## src/asc_regs.svh

```systemverilog
// Register offsets, field positions and reset values of the sequence control
`ifndef ASC_REGS_SVH
`define ASC_REGS_SVH
// ----------------------------------------------------------------------
// Register indices (byte address is four times the index)
// ----------------------------------------------------------------------
`define ASC_IDX_WRAP        8'h00
`define ASC_IDX_TRIGCFG     8'h01
`define ASC_IDX_TRIGINT     8'h02
`define ASC_IDX_SEQCFG      8'h03
`define ASC_IDX_START       8'h05
`define ASC_IDX_STATUS      8'h06
`define ASC_IDX_CMPEN       8'h08
`define ASC_IDX_CCF         8'h0A
`define ASC_IDX_DIGEN       8'h0C
`define ASC_IDX_CMPHT       8'h0E
`define ASC_IDX_RESULT0     8'h10
`define ASC_IDX_CMPVAL      8'h40
`define ASC_IDX_IRQSTAT     8'h41
`define ASC_IDX_IRQMASK     8'h42
`define ASC_IDX_PORTIN      8'h43
// ----------------------------------------------------------------------
// Field positions
// ----------------------------------------------------------------------
`define ASC_TRIG_EXTRA_BIT  7
`define ASC_RES_LSB         5
`define ASC_INTERNAL_CONVERTER_CLOCK_BIT        5
`define ASC_TRIG_LEVEL_BIT  4
`define ASC_TRIG_POL_BIT    3
`define ASC_TRIG_EN_BIT     2
`define ASC_LEFT_JUST_BIT   7
`define ASC_LEN_LSB         3
`define ASC_SPECIAL_BIT     6
`define ASC_SCAN_BIT        5
`define ASC_MULT_BIT        4
`define ASC_SEQ_DONE_BIT    7
`define ASC_OVERRUN_BIT     5
`define ASC_IRQ_SEQ         0
`define ASC_IRQ_CMP         1
`define ASC_IRQ_OVR         2
// ----------------------------------------------------------------------
// Reset values
// ----------------------------------------------------------------------
`define ASC_RST_WRAP        4'hF
`define ASC_RST_TRIGCFG     8'h0F
`define ASC_RST_TRIGINT     8'h00
`define ASC_RST_SEQCFG      8'h20
`define ASC_RST_START       7'h00
`define ASC_RST_CMPVAL      16'h0000
`define ASC_RST_IRQMASK     3'h0
`endif

```

## src/asc_pkg.sv

```systemverilog
// Types shared by the converter sequence control
package asc_pkg;
  typedef enum logic [2:0] {
    ASC_IDLE,
    ASC_ARMED,
    ASC_ISSUE,
    ASC_BUSY
  } asc_state_t;

  typedef enum logic [1:0] {
    ASC_RES_8  = 2'h0,
    ASC_RES_10 = 2'h1,
    ASC_RES_12 = 2'h2,
    ASC_RES_12B = 2'h3
  } asc_res_t;

  // Request to the analog converter
  typedef struct packed {
    logic       start;
    logic [4:0] channel;
    asc_res_t   res;
  } asc_conv_req_t;

  // Answer from the analog converter
  typedef struct packed {
    logic        done;
    logic [11:0] data;
  } asc_conv_ans_t;
endpackage : asc_pkg

```

## src/asc_sequence_control.sv

```systemverilog
// Converter sequence control with AXI4-Lite register slave
//
// How it works
// - Channel code is special bit above four channel bits, from start reg.
// - Result width selectable as 8, 10 or 12 bits.
// - Sequence length field 1..15, zero meaning sixteen conversions.
// - Any of sixteen analog channels may be routed to the converter.
// - Single or continuous sequence, on one channel or several channels.
// - Multi-channel index wraps back to channel zero at the wrap channel.
// - Each result compared, higher-than or less-or-equal; match may interrupt.
// - External trigger from any channel pin or four extra trigger inputs.
// - Results stored left or right justified per configuration bit.
// - Converter returned to low power when a sequence finishes.
// - Stop without internal clock aborts sequence; restarted after stop exit.
// - Restarted sequence acts like a fresh start, clearing complete, done and overrun flags.
// - With internal clock option, sequence runs on through stop mode.
// - Conversion spanning run/stop change is discarded, no flag, no compare.
// - Wait mode behaves like run mode; software may abort first.
// - Freeze: continue, finish current conversion, or stop, per two bits.
// - Each channel pin readable as digital input or usable as trigger.
`timescale 1ns/1ps
`include "asc_regs.svh"
module asc_sequence_control
  import asc_pkg::*;
#(
  parameter int NCH = 16
) (
  // Clock and reset
  input  wire logic            i_clk,
  input  wire logic            i_rst_n,
  // AXI4-Lite write address and data
  input  wire logic            i_awvalid,
  output logic                 o_awready,
  input  wire logic [11:0]     i_awaddr,
  input  wire logic            i_wvalid,
  output logic                 o_wready,
  input  wire logic [31:0]     i_wdata,
  input  wire logic [3:0]      i_wstrb,
  // AXI4-Lite write response
  output logic                 o_bvalid,
  input  wire logic            i_bready,
  output logic [1:0]           o_bresp,
  // AXI4-Lite read
  input  wire logic            i_arvalid,
  output logic                 o_arready,
  input  wire logic [11:0]     i_araddr,
  output logic                 o_rvalid,
  input  wire logic            i_rready,
  output logic [31:0]          o_rdata,
  output logic [1:0]           o_rresp,
  // Analog converter
  output asc_conv_req_t        o_conv,
  input  wire asc_conv_ans_t   i_conv,
  // Pins, triggers and system modes
  input  wire logic [NCH-1:0]  i_pin_level,
  input  wire logic [3:0]      i_extra_trig,
  input  wire logic            i_stop_mode,
  input  wire logic            i_freeze_mode,
  // Status outputs
  output logic                 o_low_power,
  output logic                 o_use_internal_clock,
  output logic                 o_irq
);
  // --------------------------------------------------------------------
  // Registers
  // --------------------------------------------------------------------
  logic [3:0]       wrap_ch;
  logic [7:0]       trig_cfg;
  logic [7:0]       trig_int;
  logic [7:0]       seq_cfg;
  logic [6:0]       start_ctl;
  logic [NCH-1:0]   cmp_en;
  logic [NCH-1:0]   ccf;
  logic [NCH-1:0]   dig_en;
  logic [NCH-1:0]   cmp_ht;
  logic [15:0]      cmp_val;
  logic [2:0]       irq_stat;
  logic [2:0]       irq_mask;
  logic             seq_done;
  logic             overrun;
  logic [15:0]      result [NCH];

  asc_state_t       state;
  logic [3:0]       slot;
  logic [3:0]       chan;
  logic             aborted;
  logic             stop_at_start;
  logic             trig_prev;

  // --------------------------------------------------------------------
  // Bus slave
  // --------------------------------------------------------------------
  logic             aw_have;
  logic             w_have;
  logic [9:0]       waddr;
  logic [31:0]      wdata;
  logic [3:0]       wstrb;
  logic             wr_fire;
  logic [15:0]      wr_cur;
  logic [15:0]      wr_mask;
  logic [15:0]      wr_val;
  logic             wr_ok;
  logic [15:0]      rd_val;
  logic             rd_ok;

  assign wr_fire = aw_have & w_have & ~o_bvalid;

  always_ff @(posedge i_clk or negedge i_rst_n) begin
    if (!i_rst_n) begin
      o_awready <= 1'b0;
      aw_have   <= 1'b0;
      waddr     <= 10'h000;
    end else if (i_awvalid && o_awready) begin
      o_awready <= 1'b0;
      aw_have   <= 1'b1;
      waddr     <= i_awaddr[11:2];
    end else if (wr_fire) begin
      aw_have   <= 1'b0;
    end else if (!aw_have && !o_bvalid) begin
      o_awready <= 1'b1;
    end
  end

  always_ff @(posedge i_clk or negedge i_rst_n) begin
    if (!i_rst_n) begin
      o_wready <= 1'b0;
      w_have   <= 1'b0;
      wdata    <= 32'h0000_0000;
      wstrb    <= 4'h0;
    end else if (i_wvalid && o_wready) begin
      o_wready <= 1'b0;
      w_have   <= 1'b1;
      wdata    <= i_wdata;
      wstrb    <= i_wstrb;
    end else if (wr_fire) begin
      w_have   <= 1'b0;
    end else if (!w_have && !o_bvalid) begin
      o_wready <= 1'b1;
    end
  end

  // Register readback, shared by reads and by partial-strobe writes
  function automatic logic [16:0] reg_read(input logic [9:0] a);
    logic [16:0] v;
    v = {1'b1, 16'h0000};
    case (a)
      10'(`ASC_IDX_WRAP):    v[3:0] = wrap_ch;
      10'(`ASC_IDX_TRIGCFG): v[7:0] = trig_cfg;
      10'(`ASC_IDX_TRIGINT): v[7:0] = trig_int;
      10'(`ASC_IDX_SEQCFG):  v[7:0] = seq_cfg;
      10'(`ASC_IDX_START):   v[6:0] = start_ctl;
      10'(`ASC_IDX_STATUS):  v[7:0] = {seq_done, 1'b0, overrun, 1'b0, slot};
      10'(`ASC_IDX_CMPEN):   v[15:0] = cmp_en;
      10'(`ASC_IDX_CCF):     v[15:0] = ccf;
      10'(`ASC_IDX_DIGEN):   v[15:0] = dig_en;
      10'(`ASC_IDX_CMPHT):   v[15:0] = cmp_ht;
      10'(`ASC_IDX_CMPVAL):  v[15:0] = cmp_val;
      10'(`ASC_IDX_IRQSTAT): v[2:0] = irq_stat;
      10'(`ASC_IDX_IRQMASK): v[2:0] = irq_mask;
      10'(`ASC_IDX_PORTIN):  v[15:0] = i_pin_level & dig_en;
      default: begin
        if (a >= 10'(`ASC_IDX_RESULT0) &&
            a <  10'(`ASC_IDX_RESULT0 + 2 * NCH) && !a[0])
          v[15:0] = result[4'((a - 10'(`ASC_IDX_RESULT0)) >> 1)];
        else
          v[16] = 1'b0;
      end
    endcase
    return v;
  endfunction : reg_read

  always_comb begin
    {wr_ok, wr_cur} = reg_read(waddr);
    wr_mask = {{8{wstrb[1]}}, {8{wstrb[0]}}};
    wr_val  = (wr_cur & ~wr_mask) | (wdata[15:0] & wr_mask);
  end

  always_ff @(posedge i_clk or negedge i_rst_n) begin
    if (!i_rst_n) begin
      o_bvalid <= 1'b0;
      o_bresp  <= 2'h0;
    end else if (wr_fire) begin
      o_bvalid <= 1'b1;
      o_bresp  <= wr_ok ? 2'h0 : 2'h2;
    end else if (i_bready) begin
      o_bvalid <= 1'b0;
    end
  end

  always_comb {rd_ok, rd_val} = reg_read(i_araddr[11:2]);

  always_ff @(posedge i_clk or negedge i_rst_n) begin
    if (!i_rst_n) begin
      o_arready <= 1'b0;
      o_rvalid  <= 1'b0;
      o_rdata   <= 32'h0000_0000;
      o_rresp   <= 2'h0;
    end else if (i_arvalid && o_arready) begin
      o_arready <= 1'b0;
      o_rvalid  <= 1'b1;
      o_rdata   <= {16'h0000, rd_val};
      o_rresp   <= rd_ok ? 2'h0 : 2'h2;
    end else if (o_rvalid) begin
      if (i_rready) o_rvalid <= 1'b0;
    end else begin
      o_arready <= 1'b1;
    end
  end

  function automatic logic wr_hit(input logic [7:0] idx);
    return wr_fire && waddr == 10'(idx);
  endfunction : wr_hit

  // --------------------------------------------------------------------
  // Configuration registers
  // --------------------------------------------------------------------
  always_ff @(posedge i_clk or negedge i_rst_n) begin
    if (!i_rst_n) begin
      wrap_ch   <= `ASC_RST_WRAP;
      trig_cfg  <= `ASC_RST_TRIGCFG;
      trig_int  <= `ASC_RST_TRIGINT;
      seq_cfg   <= `ASC_RST_SEQCFG;
      start_ctl <= `ASC_RST_START;
      cmp_en    <= '0;
      dig_en    <= '0;
      cmp_ht    <= '0;
      cmp_val   <= `ASC_RST_CMPVAL;
      irq_mask  <= `ASC_RST_IRQMASK;
    end else begin
      if (wr_hit(`ASC_IDX_WRAP))    wrap_ch   <= wr_val[3:0];
      if (wr_hit(`ASC_IDX_TRIGCFG)) trig_cfg  <= wr_val[7:0];
      if (wr_hit(`ASC_IDX_TRIGINT)) trig_int  <= {2'h0, wr_val[5:2], 2'h0};
      if (wr_hit(`ASC_IDX_SEQCFG))  seq_cfg   <= wr_val[7:0];
      if (wr_hit(`ASC_IDX_START))   start_ctl <= wr_val[6:0];
      if (wr_hit(`ASC_IDX_CMPEN))   cmp_en    <= wr_val;
      if (wr_hit(`ASC_IDX_DIGEN))   dig_en    <= wr_val;
      if (wr_hit(`ASC_IDX_CMPHT))   cmp_ht    <= wr_val;
      if (wr_hit(`ASC_IDX_CMPVAL))  cmp_val   <= wr_val;
      if (wr_hit(`ASC_IDX_IRQMASK)) irq_mask  <= wr_val[2:0];
    end
  end

  // --------------------------------------------------------------------
  // Trigger, hold conditions and conversion result
  // --------------------------------------------------------------------
  logic        trig_en;
  logic        trig_raw;
  logic        trig_lvl;
  logic        trig_fire;
  logic        internal_converter_clock_stop;
  logic        stop_abort;
  logic        frz_halt;
  logic        frz_drop;
  logic        start_req;
  logic        restart;
  logic        conv_keep;
  logic        last;
  logic [3:0]  len_m1;
  logic [3:0]  next_chan;
  logic [15:0] justified;
  logic        cmp_match;

  assign trig_en   = trig_int[`ASC_TRIG_EN_BIT];
  assign internal_converter_clock_stop = trig_int[`ASC_INTERNAL_CONVERTER_CLOCK_BIT];
  assign trig_raw  = trig_cfg[`ASC_TRIG_EXTRA_BIT] ?
                     i_extra_trig[trig_cfg[1:0]] : i_pin_level[trig_cfg[3:0]];
  assign trig_lvl  = trig_raw ~^ trig_int[`ASC_TRIG_POL_BIT];
  assign trig_fire = trig_int[`ASC_TRIG_LEVEL_BIT] ? trig_lvl
                                                   : trig_lvl & ~trig_prev;
  assign stop_abort = i_stop_mode & ~internal_converter_clock_stop;
  assign frz_halt  = i_freeze_mode & seq_cfg[1];
  assign frz_drop  = i_freeze_mode & (seq_cfg[1:0] == 2'h3);
  assign start_req = wr_hit(`ASC_IDX_START);
  assign restart   = aborted & ~i_stop_mode;
  assign conv_keep = (stop_at_start == i_stop_mode) & ~frz_drop;
  assign len_m1    = seq_cfg[6:3] - 4'h1;
  assign last      = slot == len_m1;
  assign next_chan = !start_ctl[`ASC_MULT_BIT] ? chan :
                     (chan == wrap_ch) ? 4'h0 : chan + 4'h1;

  always_comb begin
    case (asc_res_t'(trig_cfg[`ASC_RES_LSB +: 2]))
      ASC_RES_8:  justified = {8'h00, i_conv.data[11:4]};
      ASC_RES_10: justified = {6'h00, i_conv.data[11:2]};
      default:    justified = {4'h0, i_conv.data};
    endcase
    if (seq_cfg[`ASC_LEFT_JUST_BIT]) begin
      case (asc_res_t'(trig_cfg[`ASC_RES_LSB +: 2]))
        ASC_RES_8:  justified = {justified[7:0], 8'h00};
        ASC_RES_10: justified = {justified[9:0], 6'h00};
        default:    justified = {justified[11:0], 4'h0};
      endcase
    end
    cmp_match = cmp_ht[slot] ? (justified > cmp_val)
                             : (justified <= cmp_val);
  end

  always_ff @(posedge i_clk or negedge i_rst_n) begin
    if (!i_rst_n) trig_prev <= 1'b0;
    else          trig_prev <= trig_lvl;
  end

  // --------------------------------------------------------------------
  // Sequence engine
  // --------------------------------------------------------------------
  always_ff @(posedge i_clk or negedge i_rst_n) begin
    if (!i_rst_n) begin
      state         <= ASC_IDLE;
      slot          <= 4'h0;
      chan          <= 4'h0;
      aborted       <= 1'b0;
      stop_at_start <= 1'b0;
    end else if (start_req || restart) begin
      state   <= trig_en ? ASC_ARMED : ASC_ISSUE;
      slot    <= 4'h0;
      chan    <= start_req ? wr_val[3:0] : start_ctl[3:0];
      aborted <= 1'b0;
    end else if (stop_abort && state != ASC_IDLE) begin
      state   <= ASC_IDLE;
      aborted <= 1'b1;
    end else begin
      case (state)
        ASC_ARMED: if (trig_fire) state <= ASC_ISSUE;
        ASC_ISSUE: begin
          if (!frz_halt) begin
            state         <= ASC_BUSY;
            stop_at_start <= i_stop_mode;
          end
        end
        ASC_BUSY: begin
          if (i_conv.done) begin
            slot <= last ? 4'h0 : slot + 4'h1;
            chan <= last ? start_ctl[3:0] : next_chan;
            if (!last)
              state <= ASC_ISSUE;
            else if (start_ctl[`ASC_SCAN_BIT])
              state <= trig_en ? ASC_ARMED : ASC_ISSUE;
            else
              state <= ASC_IDLE;
          end
        end
        default: state <= state;
      endcase
    end
  end

  // Converter request, one-cycle start pulse
  always_ff @(posedge i_clk or negedge i_rst_n) begin
    if (!i_rst_n) begin
      o_conv <= '0;
    end else begin
      o_conv.start   <= state == ASC_ISSUE && !frz_halt && !stop_abort
                        && !start_req && !restart;
      o_conv.channel <= {start_ctl[`ASC_SPECIAL_BIT], chan};
      o_conv.res     <= asc_res_t'(trig_cfg[`ASC_RES_LSB +: 2]);
    end
  end

  // --------------------------------------------------------------------
  // Results, flags and interrupt
  // --------------------------------------------------------------------
  logic store;
  logic seq_end;
  logic ovr_ev;

  assign store   = state == ASC_BUSY && i_conv.done && !start_req
                   && !restart && !stop_abort && conv_keep;
  assign seq_end = store && last;
  assign ovr_ev  = trig_en && trig_fire && state != ASC_IDLE
                   && state != ASC_ARMED;

  always_ff @(posedge i_clk) begin
    if (store) result[slot] <= justified;
  end

  always_ff @(posedge i_clk or negedge i_rst_n) begin
    if (!i_rst_n) begin
      ccf      <= '0;
      seq_done <= 1'b0;
      overrun  <= 1'b0;
    end else if (start_req || restart) begin
      ccf      <= '0;
      seq_done <= 1'b0;
      overrun  <= 1'b0;
    end else begin
      for (int i = 0; i < NCH; i++) begin
        if (store && slot == 4'(i) && (!cmp_en[i] || cmp_match))
          ccf[i] <= 1'b1;
        else if (wr_hit(`ASC_IDX_CCF) && wr_val[i])
          ccf[i] <= 1'b0;
      end
      if (seq_end)
        seq_done <= 1'b1;
      else if (wr_hit(`ASC_IDX_STATUS) && wr_val[`ASC_SEQ_DONE_BIT])
        seq_done <= 1'b0;
      if (ovr_ev)
        overrun <= 1'b1;
      else if (wr_hit(`ASC_IDX_STATUS) && wr_val[`ASC_OVERRUN_BIT])
        overrun <= 1'b0;
    end
  end

  always_ff @(posedge i_clk or negedge i_rst_n) begin
    if (!i_rst_n) begin
      irq_stat <= 3'h0;
    end else begin
      irq_stat <= (irq_stat &
                   ~(wr_hit(`ASC_IDX_IRQSTAT) ? wr_val[2:0] : 3'h0)) |
                  {ovr_ev, store && cmp_en[slot] && cmp_match,
                   seq_end};
    end
  end

  always_ff @(posedge i_clk or negedge i_rst_n) begin
    if (!i_rst_n) begin
      o_irq                <= 1'b0;
      o_low_power          <= 1'b1;
      o_use_internal_clock <= 1'b0;
    end else begin
      o_irq                <= |(irq_stat & irq_mask);
      o_low_power          <= state == ASC_IDLE;
      o_use_internal_clock <= i_stop_mode & internal_converter_clock_stop
                              & (state != ASC_IDLE);
    end
  end
endmodule : asc_sequence_control

```

## config.mk

```make
export PLATFORM = sky130hd
export DESIGN_NAME = asc_sequence_control
export DESIGN_NICKNAME = d
export VERILOG_FILES = /design/src/asc_pkg.sv /design/src/asc_sequence_control.sv
export VERILOG_INCLUDE_DIRS = /design/src
export SDC_FILE = /design/constraint.sdc
export NUM_CORES = 1
export LEC_CHECK = 0
export BUFFER_PORTS_ARGS = -buffer_cell sky130_fd_sc_hd__buf_2
export CAP_MARGIN = 20
export CORE_MARGIN = 2
export CORE_UTILIZATION = 45
export CTS_BUF_LIST = sky130_fd_sc_hd__clkbuf_2 sky130_fd_sc_hd__clkbuf_4 sky130_fd_sc_hd__clkbuf_8
export DETAILED_ROUTE_END_ITERATION = 10
export SYNTH_ARGS = -nofsm -noshare
export SYNTH_HDL_FRONTEND = slang
export SYNTH_SLANG_ARGS = --single-unit
```

## constraint.sdc

```tcl
create_clock -name i_clk -period 4.4 [get_ports i_clk]
set_clock_uncertainty 0.2 [all_clocks]
set_input_delay 0.22 -clock i_clk [delete_from_list [all_inputs] [get_ports i_clk]]
set_output_delay 0.22 -clock i_clk [all_outputs]
set_load 0.01 [all_outputs]
```

=== Word level (Yosys, flattened, before mapping) ===
Memory sizes are Yosys's and may differ from the RTL's.
Cells that the tools add are included.

* Register bits: 199
* RAM bits: 256
* Bits of input ports: 102
* Word-level logic and storage cells: 449
* Memories: 1

* Add/subtract/negate cells: 5
* $lt $le $gt $ge: 9
* Equality and inequality tests: 57
* Multiplexer cells: 114
* Bitwise gates (word level): 28
* Reduce and logical (&&, ||, !) cells: 181

{| class="wikitable"
|+ Memory list
! name !! depth !! bits a word !! read ports !! clocked after memory_dff !! write ports !! RTL line !! text
|-
| result || 16 || 16 || 2 || 0 || 1 || asc_sequence_control.sv:81 || <nowiki>logic [15:0] result [NCH];</nowiki>
|}

{| class="wikitable"
|+ Operators with widths
! operator !! count
|-
| one-hot mux 8 bit (7 select lines) || 2
|-
| logical AND 1 bit || 88
|-
| one-hot mux 3 bit (14 select lines) || 2
|-
| == test 10 x 4 -> 1 bit, second input constant || 8
|-
| == test 10 x 7 -> 1 bit, second input constant || 8
|-
| one-hot mux 3 bit (12 select lines) || 2
|-
| 2-to-1 mux 1 bit || 69
|-
| 2-to-1 mux 16 bit || 4
|-
| nonzero test 3 bit || 20
|-
| 2-to-1 mux 4 bit || 13
|-
| AND 16 bit || 3
|-
| == test 10 x 2 -> 1 bit, second input constant || 4
|-
| == test 10 x 3 -> 1 bit, second input constant || 4
|-
| == test 4 bit, second input constant || 8
|-
| one-hot mux 16 bit (2 select lines) || 1
|-
| OR reduction 14 bit || 2
|-
| one-hot mux 1 bit (13 select lines) || 2
|-
| logical NOT 1 bit || 25
|-
| one-hot mux 12 bit (2 select lines) || 1
|-
| == test 10 x 1 -> 1 bit, second input constant || 2
|-
| greater-or-equal comparator 10 x 5 -> 1 bit, second input constant || 2
|-
| logical NOT 10 bit || 2
|-
| < comparator 10 x 6 -> 1 bit, second input constant || 2
|-
| one-hot mux 1 bit (10 select lines) || 2
|-
| other kinds (46) || 118
|}

=== Longest topological paths before layout ===
Gate-level depths: netlist of the first run.

* Depth in word-level cells: 12
* Gate-level depth with buffers: 14

=== Least setup slack after synthesis of the first run ===
No wires, ideal clock.

* Path kind: register -> register
* Start point: register trig_cfg[5]
* End point: register ccf[1]
* Data arrival time: 3.614 ns
* Slack: 0.464 ns
* Stages on the path, launching flop included: 14
* Buffers on the path: 2
* Path through: dfrtp_1 > buf_1 > nor2b_1 > a22oi_1 > o21ai_0 > ha_1 > a21oi_1 > o21ai_0 > a221oi_1 > or2_0 > and3_1 > clkbuf_1 > o21ai_0 > o2bb2ai_1

* Word-level cells in the longest chain between the ends: 10
* Elaborated cells on any way between the ends: 13
* Those cells by class: 2 x order compare; 1 x eq/ne; 6 x mux; 4 x reduce/logical

{| class="wikitable"
|+ RTL lines
! what !! RTL line !! text
|-
| start, declared || asc_sequence_control.sv:68 || <nowiki>logic [7:0] trig_cfg;</nowiki>
|-
| start signal, assigned || asc_sequence_control.sv:220 || <nowiki>trig_cfg <= `ASC_RST_TRIGCFG;</nowiki>
|-
| start signal, assigned || asc_sequence_control.sv:231 || <nowiki>if (wr_hit(`ASC_IDX_TRIGCFG)) trig_cfg <= wr_val[7:0];</nowiki>
|-
| == test 2 x 1 -> 1 bit / logical NOT 2 bit (equally long branches) || asc_sequence_control.sv:282, asc_sequence_control.sv:288 ||
|-
| one-hot mux 12 bit (2 select lines) || asc_sequence_control.sv:282 || <nowiki>case (asc_res_t'(trig_cfg[`ASC_RES_LSB +: 2]))</nowiki>
|-
| one-hot mux 16 bit (2 select lines) || asc_sequence_control.sv:288 || <nowiki>case (asc_res_t'(trig_cfg[`ASC_RES_LSB +: 2]))</nowiki>
|-
| 2-to-1 mux 16 bit * || asc_sequence_control.sv:287 || <nowiki>if (seq_cfg[`ASC_LEFT_JUST_BIT]) begin</nowiki>
|-
| net justified[9] || asc_sequence_control.sv:260 || <nowiki>logic [15:0] justified;</nowiki>
|-
| <= comparator 16 bit / > comparator 16 bit (equally long branches) || asc_sequence_control.sv:295, asc_sequence_control.sv:294 ||
|-
| 2-to-1 mux 1 bit * || asc_sequence_control.sv:294 || <nowiki>cmp_match = cmp_ht[slot] ? (justified > cmp_val)</nowiki>
|-
| logical OR 1 bit * || asc_sequence_control.sv:387 || <nowiki>if (store && slot == 4'(i) && (!cmp_en[i] || cmp_match))</nowiki>
|-
| logical AND 1 bit * || asc_sequence_control.sv:387 ||
|-
| 2-to-1 mux 1 bit || asc_sequence_control.sv:387 ||
|-
| 2-to-1 mux 16 bit || asc_sequence_control.sv:381 || <nowiki>end else if (start_req || restart) begin</nowiki>
|-
| end signal, assigned || asc_sequence_control.sv:382 || <nowiki>ccf <= '0;</nowiki>
|-
| end signal, assigned by index || asc_sequence_control.sv:388 || <nowiki>ccf[i] <= 1'b1;</nowiki>
|-
| end signal, assigned by index || asc_sequence_control.sv:390 || <nowiki>ccf[i] <= 1'b0;</nowiki>
|-
| end, declared || asc_sequence_control.sv:73 || <nowiki>logic [NCH-1:0] ccf;</nowiki>
|}

The timed path passes the listed nets; every way through them passes the cells marked *.
A chain may end at the register's enable or synchronous reset.

=== Worst setup path after layout of the first run ===
* Start point: register trig_cfg[6]
* End point: register ccf[4]

Same word-level chain as after synthesis.

==> flow_summary_export.csv, run 1 <==
group,metric,value,unit
route,detail_route.wirelength,83100,um
sta,min_period_over_period,92.2,%
placed_design,gp_routability_congestion,1.00,
cts,cts-buffers-inserted,80,
die,die_height,233,um
sta,number_of_failing_setup_endpoints_in_the_final_timing_report,0,
placed_design,input_output_buffers,113,
hold_path,worst_hold_class,"primary input to asynchronous set/reset pin",
synthesis,synth_warnings,0,
cells_and_area,layout.cells.most_common,"sky130_fd_sc_hd__edfxtp_1",
setup_path,critical_path_class,"flip-flop to flip-flop",
run_status,run_status,"finished, final reports clean",
die,effective_utilization_at_floorplan,45.7,%
cts,cts_setup_buffers,0,
cells_and_area,mostFrequentLayoutCells,"sky130_fd_sc_hd__edfxtp_1 (256), sky130_fd_sc_hd__dfrtp_1 (182), sky130_fd_sc_hd__nand2_1 (167)",
cts,clk-insertion-delay-late,0.68,ns
setup_path,crit_fanout,17,
sta,setup_repair_after_global_routing_missed_its_margin,"no",
setup_path,worst-endpoint-arrival,4.42,ns
placed_design,placedCellCount,2553,
setup_path,crit_path_frequent_cell,"sky130_fd_sc_hd__o21ai_0",
setup_path,crit_chain,"buf_4 -> nor2b_1 -> a22o_1 -> ha_1 -> a21oi_1 -> o21ai_0 -> a221oi_1 -> or2_0 -> and3_1 -> o21ai_0 -> o2bb2ai_1",
setup_path,endpoint_kind,"flip-flop",
route,post-route-drc-count,0,
route,avgRoutedWirePerCell,29.9,um
synthesis,flip_flop_and_latch_count_after_synthesis,452,
global_route,grt_first_pass_wirelength,121000,um
cts,clock_tree_from_tritoncts,"yes",
setup_path,timing.critical_path.slowest_cell_delay,0.59,ns
die,die_width,233,um
global_route,initial_antenna_violation_count,0,
cells_and_area,n_antenna_cell,0,
global_route,number_of_global_route_vias_before_repair,17925,
synthesis,postSynthAreaPerCell,13.2,um^2
route,initialDrtViolationCount,2025,
pwr,cellPowerDensity,538,nW/um^2
global_route,grt_usage,31.1,%
synthesis,synth_cell_type_count,83,
synthesis,postSynthCellCount,1780,
synthesis,async_flop_share,43.4,%
setup_path,critical_path.slowest_cell,"sky130_fd_sc_hd__and3_1",
pwr,static-leakage-power,10.6,nW
route,vias,18013,
synthesis,number_of_enable_flip_flop_cells_after_synthesis,256,
synthesis,commonest_register_cell_after_synthesis,"sky130_fd_sc_hd__edfxtp_1",
die,die_area,54200,um^2
setup_path,setup.worst_path.start_class,"flip-flop",
die,num_rows,83,
cells_and_area,finalNetCount,2159,
pwr,power.ir.vdd_worst,0.237,mV
cts,cts_root_buffer_type,"sky130_fd_sc_hd__clkbuf_8",
sta,count_of_final_max_slew_check_failures,0,
cells_and_area,area_growth_syn_to_layout,17.9,%
global_route,grt_max_degree,119,
synthesis,post_synth_instance_area,23600,um^2
route,route.detailed.vias_per_inst,6.49,
flow_run,drv_cap,0,
route,ant_nets,0,
cts,clock_sink_count,452,
setup_path,worst_ep_required_time,4.76,ns
synthesis,yosysSeqAreaShare,53.5,%
sta,fmax,246,MHz
die,area_of_the_core,51500,um^2
sta,final_period_minus_worst_setup_slack,4.06,ns
cts,clock_tree.htree_level_count,3,
placed_design,place_hpwl,56700,um
sta,worst-slew-pin-transition,1.07,ns
cells_and_area,post_layout_nonfiller_instances,2776,
cts,clkSlewWorstSetupHoldPaths,0.07,ns
sta,final-hold-violation-count,0,
sta,final.setup.tns,0,ns
cts,clock_path_buffers,3,
global_route,grt_overflow,0,
sta,max-slew-margin-rel,28.1,%
die,ioPinCount,154,
route,drt_pass1_iterations,6,
cells_and_area,drive_above_1_share,30.7,%
## cell type report
| class | instances | area, um^2 |
|---|---|---|
| Fill cell | 4362 | 23700 |
| Sequential cell | 452 | 12600 |
| Multi-Input combinational cell | 1157 | 10300 |
| Timing Repair Buffer | 302 | 2210 |
| Clock buffer | 114 | 1420 |
| Tap cell | 680 | 851 |
| Clock inverter | 29 | 236 |
| Inverter | 42 | 158 |
## synthesized netlist by cell type, drive strengths merged, types with 14 or more instances
| library cell | number | area [um^2] |
|---|---|---|
| nand2 | 167 | 627 |
| a21oi | 36 | 180 |
| clkbuf | 72 | 270 |
| a31oi | 25 | 156 |
| inv | 42 | 158 |
| ha | 22 | 275 |
| mux2i | 36 | 360 |
| buf | 74 | 460 |
| dfrtp | 186 | 4650 |
| mux4 | 158 | 3560 |
| nor4 | 15 | 100 |
| a211oi | 29 | 218 |
| a222oi | 14 | 140 |
| nor2b | 28 | 175 |
| nand3 | 35 | 175 |
| nor2 | 83 | 312 |
| a22oi | 29 | 218 |
| a21o | 19 | 143 |
| edfxtp | 256 | 7690 |
| o21ai | 98 | 494 |
| nand4 | 24 | 150 |
| mux2 | 66 | 747 |
| a221oi | 26 | 228 |
| nor3 | 34 | 185 |
## through the flow
stage,cell area [um^2],total power [mW],utilization [%],hold slack [ns],worst slack [ns]
floorplan,23600,8.90,-,-0.276,0.464
global placement,25300,10.7,49.2,0.178,0.268
detailed placement,25300,10.7,49.2,0.196,0.0751
CTS,27800,14.9,53.9,0.0231,0.0497
global route,27800,15.6,53.9,0.0417,0.00375
finish,27800,15.0,53.9,0.0438,0.342
## sequential cells by signal (all words and copies together) (netlist names), 7 cells and up
| register | count |
|---|---|
| waddr | 10 |
| dig_en | 16 |
| cmp_ht | 16 |
| trig_cfg | 8 |
| result | 256 |
| ccf | 16 |
| o_rdata | 16 |
| seq_cfg | 8 |
| o_conv | 8 |
| cmp_val | 16 |
| wdata | 16 |
| cmp_en | 16 |
| start_ctl | 7 |
## critical path: cells and delay by family, from the launching register on
kind / cells / cell delay (ns)
compound gates: 6 / 1.46
buf+inv: 1 / 0.25
simple gates: 3 / 1.08
flops: 1 / 0.57
fa+ha+maj: 1 / 0.37
## timing repair
action	CTS	global route
resized for setup	0	0
hold endpoints to repair	268	0
hold buffers	77	0
## routing by layer
metal  global-route usage, %  part of all wire [%]
met4                    12.5                   4.3
met5                       0                     0
met3                    6.63                   8.7
met2                    49.3                    47
met1                    42.0                    40
## worst paths after layout
kind	start	end	slack [ns]	depth (start not counted)
worst max-delay path	trig_cfg[6]	ccf[4]	0.34	11
worst min-delay path	i_rst_n	o_wready	0.04	2
worst max register to register	trig_cfg[6]	ccf[4]	0.34	11
worst min register to register	start_ctl[6]	o_conv[6]	0.28	0
max in group asynchronous	i_rst_n	cmp_val[2]	2.91	3
min in group i_clk	i_conv[2]	result[1][2]	0.05	4
## report_power, final
group          internal, mW  total (mW)  switching [mW]
clock                  2.26        4.07            1.80
sequential             5.06        5.91           0.851
combinational          2.16        4.98            2.82
## logic make-up after synthesis
logic type | after synthesis | share of synthesized area, %
adders and majority gates | 22 | 1.17
and+or+nand+nor | 449 | 9.27
muxes | 260 | 19.8
AOI/OAI and AO/OA | 394 | 12.0
DFF | 452 | 53.5
buffers and inverters | 188 | 3.77
other | 1 | 0.0159
xor gates and xnor gates | 14 | 0.520
(Power assumes the default switching activity.)
==> run 2, diff against run 1 <==
CORE_UTILIZATION = 40   (was 45)
==> run 2 against run 1 <==
Sequential share of layout area shrank 0.55 points. Critical path depth unchanged. Count of clock-buffer cells in the layout fell by 2. Largest power group unchanged. Setup slack got worse by 0.0079 ns. Maximum frequency fell by 0.20%. Register-to-register slack hardly changed. Global-route usage fell by 2.9 points.
==> flow_summary_export.csv, run 2 (synthesized netlist as in run 1, its figures left out) <==
group,metric,value,unit
placed_design,input_output_buffers,113,
pwr,sequentialPowerShare,38.2,%
cells_and_area,layout.cells.most_common,"sky130_fd_sc_hd__edfxtp_1",
route,post-route-drc-count,0,
sta,min_period_over_period,92.4,%
sta,final_period_minus_worst_setup_slack,4.07,ns
sta,number_of_failing_setup_endpoints_in_the_final_timing_report,0,
global_route,grt_overflow,0,
sta,final.setup.tns,0,ns
cts,cts-buffers-inserted,81,
placed_design,gp_routability_congestion,1.01,
hold_path,worst_hold_class,"primary input to flip-flop",
setup_path,crit_fanout,17,
pwr,p_int,9.68,mW
cells_and_area,n_antenna_cell,0,
route,avgRoutedWirePerCell,29.5,um
cts,clk-insertion-delay-late,0.72,ns
pwr,p_clk_share,28.1,%
cells_and_area,largest_register_ff_count,256,
pwr,comb_power_share,33.6,%
setup_path,worst-endpoint-arrival,4.43,ns
cts,clock_tree.htree_level_count,3,
pwr,power.net_switching,5.65,mW
pwr,sw_frac_of_total,36.9,%
cts,cts_setup_buffers,0,
die,die_width,247,um
die,area_of_the_core,57900,um^2
run_status,run_status,"finished, final reports clean",
sta,max-slew-margin-rel,30.2,%
cts,cts_root_buffer_type,"sky130_fd_sc_hd__clkbuf_8",
cells_and_area,drive_above_1_share,30.7,%
flow_run,drv_cap,0,
pwr,static-leakage-power,10.7,nW
die,die_height,247,um
global_route,grt_max_degree,112,
setup_path,critical_path_class,"flip-flop to flip-flop",
sta,setup_repair_after_global_routing_missed_its_margin,"no",
global_route,initial_antenna_violation_count,1,
pwr,report.power.total,15.3,mW
route,ant_nets,0,
die,ioPinCount,154,
sta,count_of_final_max_slew_check_failures,0,
die,die_area,60900,um^2
route,drt_pass1_iterations,9,
cells_and_area,area_growth_syn_to_layout,19.4,%
die,num_rows,88,
cells_and_area,fillerInstances,5101,
cells_and_area,max_flop_register,"result",
cells_and_area,mostFrequentLayoutCells,"sky130_fd_sc_hd__edfxtp_1 (256), sky130_fd_sc_hd__dfrtp_1 (182), sky130_fd_sc_hd__nand2_1 (167)",
placed_design,place_hpwl,57400,um
route,initialDrtViolationCount,2095,
sta,worst-slew-pin-transition,1.04,ns
cts,clock_tree_from_tritoncts,"yes",
cts,clock_path_buffers,3,
sta,fmax,246,MHz
sta,final-hold-violation-count,0,
setup_path,setup.worst_path.start_class,"flip-flop",
global_route,number_of_global_route_vias_before_repair,17929,
cells_and_area,finalNetCount,2161,
route,route.detailed.vias_per_inst,6.26,
pwr,power.ir.vdd_worst,0.418,mV
route,detail_route.wirelength,84700,um
cts,clock_sink_count,452,
setup_path,worst_ep_required_time,4.76,ns
global_route,grt_first_pass_wirelength,124000,um
setup_path,endpoint_kind,"flip-flop",
die,effective_utilization_at_floorplan,40.7,%
cts,clkSlewWorstSetupHoldPaths,0.06,ns
global_route,grt_usage,28.2,%
pwr,cellPowerDensity,545,nW/um^2
route,vias,17949,
[run 2: changes by cell type in the layout (fill, tap and decap cells not counted), sizes merged]
cell | previous run | this run
dlygate4sd3 | 77 | 86
buf | 224 | 217
clkinv | 22 | 28
clkbuf | 115 | 112
bufinv | 3 | 5
inv | 45 | 46
[run 2: per-layer routing]
metal / GRT usage [%] / vias up / wire length [um]
met3: 5.50 / 169 / 7180
met4: 11.0 / 2 / 3120
met1: 38.3 / 9260 / 34400
li1: - / 7571 / -
met5: 0 / - / 13
met2: 44.8 / 947 / 40000
[run 2: worst paths after layout]
path	start	slack [ns]	cells after the start	end
min in group asynchronous	i_rst_n	0.30	3	cmp_val[0]
max in group asynchronous	i_rst_n	2.81	4	wdata[9]
setup reg to reg	seq_cfg[7]	0.33	11	ccf[4]
hold / removal	i_conv[1]	0.02	4	result[9][5]
hold reg to reg	o_bresp[1]	0.28	2	o_bresp[1]
setup / recovery	seq_cfg[7]	0.33	11	ccf[4]
[run 2: final cells by class]
type                            count  area (um^2)  share of cell area, %
Sequential cell                   452        12600                   44.8
Multi-Input combinational cell   1157        10300                   36.6
Timing Repair Buffer              303         2340                   8.31
Clock buffer                      112         1400                   4.97
Tap cell                          765          957                   3.40
Clock inverter                     38          372                   1.32
Inverter                           42          158                  0.561
[run 2: timing repair]
item                       CTS  global route
hold buffers                86             1
pin swaps                    0             0
hold endpoints to repair   261            16
setup endpoints to repair    3             1
resized for setup            3             1
[run 2: critical path: stages (launching register included)]
cell	delay, ns
sky130_fd_sc_hd__dfrtp_1	0.52
sky130_fd_sc_hd__buf_4	0.24
sky130_fd_sc_hd__nor2b_1	0.17
sky130_fd_sc_hd__a22o_1	0.56
sky130_fd_sc_hd__ha_1	0.37
sky130_fd_sc_hd__a21oi_1	0.12
sky130_fd_sc_hd__o21ai_0	0.09
sky130_fd_sc_hd__a221oi_1	0.29
sky130_fd_sc_hd__or2_0	0.36
sky130_fd_sc_hd__and3_1	0.61
sky130_fd_sc_hd__o21ai_0	0.21
sky130_fd_sc_hd__o2bb2ai_1	0.18
[run 2: power by group through the flow]
stage	clock, mW	combinational [mW]	sequential, mW
after floorplan	0	3.39	5.50
after global placement	0	4.81	5.91
after detailed placement	0	4.88	5.91
after CTS	4.38	5.09	5.84
after global routing	4.57	5.51	5.91
final	4.31	5.16	5.86
[run 2: per-stage QoR]
stage          hold slack (ns)  instance area [um^2]  worst slack, ns  std cells  utilization [%]
6_report                0.0229                 28100            0.334       2869             48.6
5_1_grt                 0.0106                 28100           0.0535       2869             48.6
4_1_cts                 0.0113                 28100           0.0405       2865             48.5
3_5_place_dp            0.0931                 25400           0.0102       2629             43.9
3_3_place_gp            0.0836                 25400            0.170       2629             43.9
2_1_floorplan           -0.276                 23600            0.464       1797                -
==> run 3, diff against run 2 <==
REMOVE_ABC_BUFFERS = 1   (was default)
==> run 3 against run 2 <==
Total power shrank 4.3%. Die area unchanged. Global-route usage shrank 0.43 points. Clock power fell by 9.7%. Flip-flop and latch count unchanged. Critical path depth rose by 2. Largest power group unchanged. Sequential power up 0.9%. Via count increased by 0.25%.
==> flow_summary_export.csv, run 3 (synthesized netlist as in run 1, its figures left out) <==
group,metric,value,unit
cts,clock_tree_from_tritoncts,"yes",
cells_and_area,largest_register_ff_count,256,
sta,finalWorstSetupSlack,0.308,ns
route,drt_pass1_iterations,8,
die,area_of_the_core,57900,um^2
setup_path,timing.critical_path.slowest_cell_delay,0.67,ns
cts,cts_root_buffer_type,"sky130_fd_sc_hd__clkbuf_8",
setup_path,r2r_cells,13,
pwr,static-leakage-power,10.5,nW
cts,clkSlewWorstSetupHoldPaths,0.08,ns
cells_and_area,multi_input_comb_area,10300,um^2
cts,clock_path_buffers,3,
die,die_height,247,um
global_route,grt_most_used_layer,"met2",
cts,clock_sink_count,452,
setup_path,setup.worst_path.start_class,"flip-flop",
setup_path,critical_path.slowest_cell,"sky130_fd_sc_hd__dfrtp_1",
global_route,globalRouteMet3Util,5.73,%
cells_and_area,drive_above_1_share,30.2,%
die,num_rows,88,
pwr,cellPowerDensity,529,nW/um^2
setup_path,worst-endpoint-arrival,4.43,ns
cells_and_area,max_flop_register,"result",
cells_and_area,layout.cells.most_common,"sky130_fd_sc_hd__edfxtp_1",
sta,count_of_final_max_slew_check_failures,0,
setup_path,worstSetupEndpoint,"ccf[7]",
route,initialDrtViolationCount,2096,
placed_design,gp_routability_congestion,0.972,
route,route.detailed.vias_per_inst,6.34,
sta,fmax,244,MHz
flow_run,drv_cap,0,
global_route,grt_use_met2,43.7,%
placed_design,place_hpwl,56400,um
cells_and_area,post_layout_nonfiller_instances,2839,
sta,final-hold-violation-count,0,
pwr,report.power.total,14.7,mW
sta,number_of_failing_setup_endpoints_in_the_final_timing_report,0,
die,die_width,247,um
setup_path,setup_slack_of_the_worst_register_to_register_path,0.31,ns
setup_path,crit_chain,"buf_4 -> mux2i_1 -> nor2_1 -> a21oi_1 -> nor2_2 -> ha_1 -> o211ai_1 -> a21oi_1 -> o31ai_1 -> buf_4 -> and3_1 -> o21ai_0 -> o2bb2ai_1",
die,die_area,60900,um^2
setup_path,crit_fanout,17,
placed_design,placedCellCount,2627,
setup_path,endpoint_kind,"flip-flop",
setup_path,r2r-start,"trig_cfg[5]",
placed_design,input_output_buffers,113,
die,ioPinCount,154,
sta,final_period_minus_worst_setup_slack,4.09,ns
cells_and_area,area.sequential,12600,um^2
die,effective_utilization_at_floorplan,40.7,%
global_route,grt_usage,27.8,%
setup_path,worstReg2RegEnd,"ccf[7]",
cts,clk-insertion-delay-late,0.70,ns
cells_and_area,finalInstanceArea,27700,um^2
sta,setup_repair_after_global_routing_missed_its_margin,"no",
hold_path,worst_hold_class,"primary input to flip-flop",
pwr,power.ir.vdd_worst,0.427,mV
route,detail_route.wirelength,84000,um
route,ant_nets,0,
cells_and_area,fillerInstances,5173,
sta,worst-slew-pin-transition,1.03,ns
route,avgRoutedWirePerCell,29.6,um
hold_path,startpoint_of_the_worst_hold_path,"i_pin_level[0]",
run_status,run_status,"finished, final reports clean",
sta,min_period_over_period,93.0,%
global_route,number_of_global_route_vias_before_repair,17588,
hold_path,worst_hold_path.num_cells,5,
sta,max-slew-margin-rel,30.9,%
global_route,initial_antenna_violation_count,5,
global_route,gr-usage-met1,38.5,%
global_route,grt_first_pass_wirelength,122000,um
setup_path,critical_path_class,"flip-flop to flip-flop",
placed_design,detailed_place.area,25400,um^2
placed_design,preCtsSetupSlack,-0.114,ns
cts,clock_tree.htree_level_count,3,
setup_path,worst_ep_required_time,4.74,ns
cells_and_area,finalNetCount,2144,
cells_and_area,mostFrequentLayoutCells,"sky130_fd_sc_hd__edfxtp_1 (256), sky130_fd_sc_hd__dfrtp_1 (182), sky130_fd_sc_hd__nand2_1 (167)",
cells_and_area,area_growth_syn_to_layout,17.7,%
global_route,grt_max_degree,76,
cells_and_area,n_antenna_cell,0,
cts,cts-buffers-inserted,79,
global_route,grt_overflow,0,
route,vias,17994,
setup_path,startpoint,"trig_cfg[5]",
route,post-route-drc-count,0,
==> run 3: worst min path at each step <==
stage	slack, ns	to
5_1_grt	0.04	o_rdata[0]
4_1_cts	0.005	o_rdata[0]
3_3_place_gp	0.07	dig_en[8]
6_report	0.04	o_rdata[0]
3_5_place_dp	0.08	dig_en[8]
2_1_floorplan	-0.28	aborted
==> run 3: layout make-up <==
class / instances / area share [%]
Clock inverter: 24 / 0.600
Inverter: 42 / 0.569
Sequential cell: 452 / 45.5
Tap cell: 765 / 3.45
Clock buffer: 111 / 5.01
Timing Repair Buffer: 288 / 7.76
Multi-Input combinational cell: 1157 / 37.1
==> run 3: power breakdown <==
group / switching [mW] / internal [mW] / leakage [nW] / total, mW
clock: 1.79 / 2.10 / 0.831 / 3.89
sequential: 0.850 / 5.06 / 4.48 / 5.91
combinational: 2.78 / 2.09 / 5.23 / 4.87
==> run 3: stage by stage <==
stage | hold slack (ns) | TNS (ns) | util (%)
2_1_floorplan | -0.276 | -584.78 | -
3_3_place_gp | 0.0707 | 0 | 43.8
3_5_place_dp | 0.0835 | -0.731 | 43.8
4_1_cts | 0.00485 | 0 | 47.9
5_1_grt | 0.0432 | 0 | 47.9
6_report | 0.0435 | 0 | 47.9
==> run 3: repair_timing <==
action / CTS / global route
endpoints found under the setup margin: 12 / 10
resized for setup: 2 / 1
hold buffers: 76 / 0
buffers inserted: 0 / 0
endpoints found under the hold margin: 337 / 0
==> run 3: critical path, delay by kind of cell (launching register included) <==
family          cells  cell delay [ns]
buf+inv             2             0.47
simple gates        3             1.16
flops               1             0.67
fa+ha+maj           1             0.37
compound gates      6             1.04
mux                 1             0.07
==> run 3: layer usage <==
| layer | wire, um | share of wire (%) |
|---|---|---|
| met1 | 34000 | 41 |
| met2 | 39500 | 47 |
| met3 | 7520 | 9.0 |
| met4 | 2820 | 3.4 |
| met5 | 27 | 0.032 |
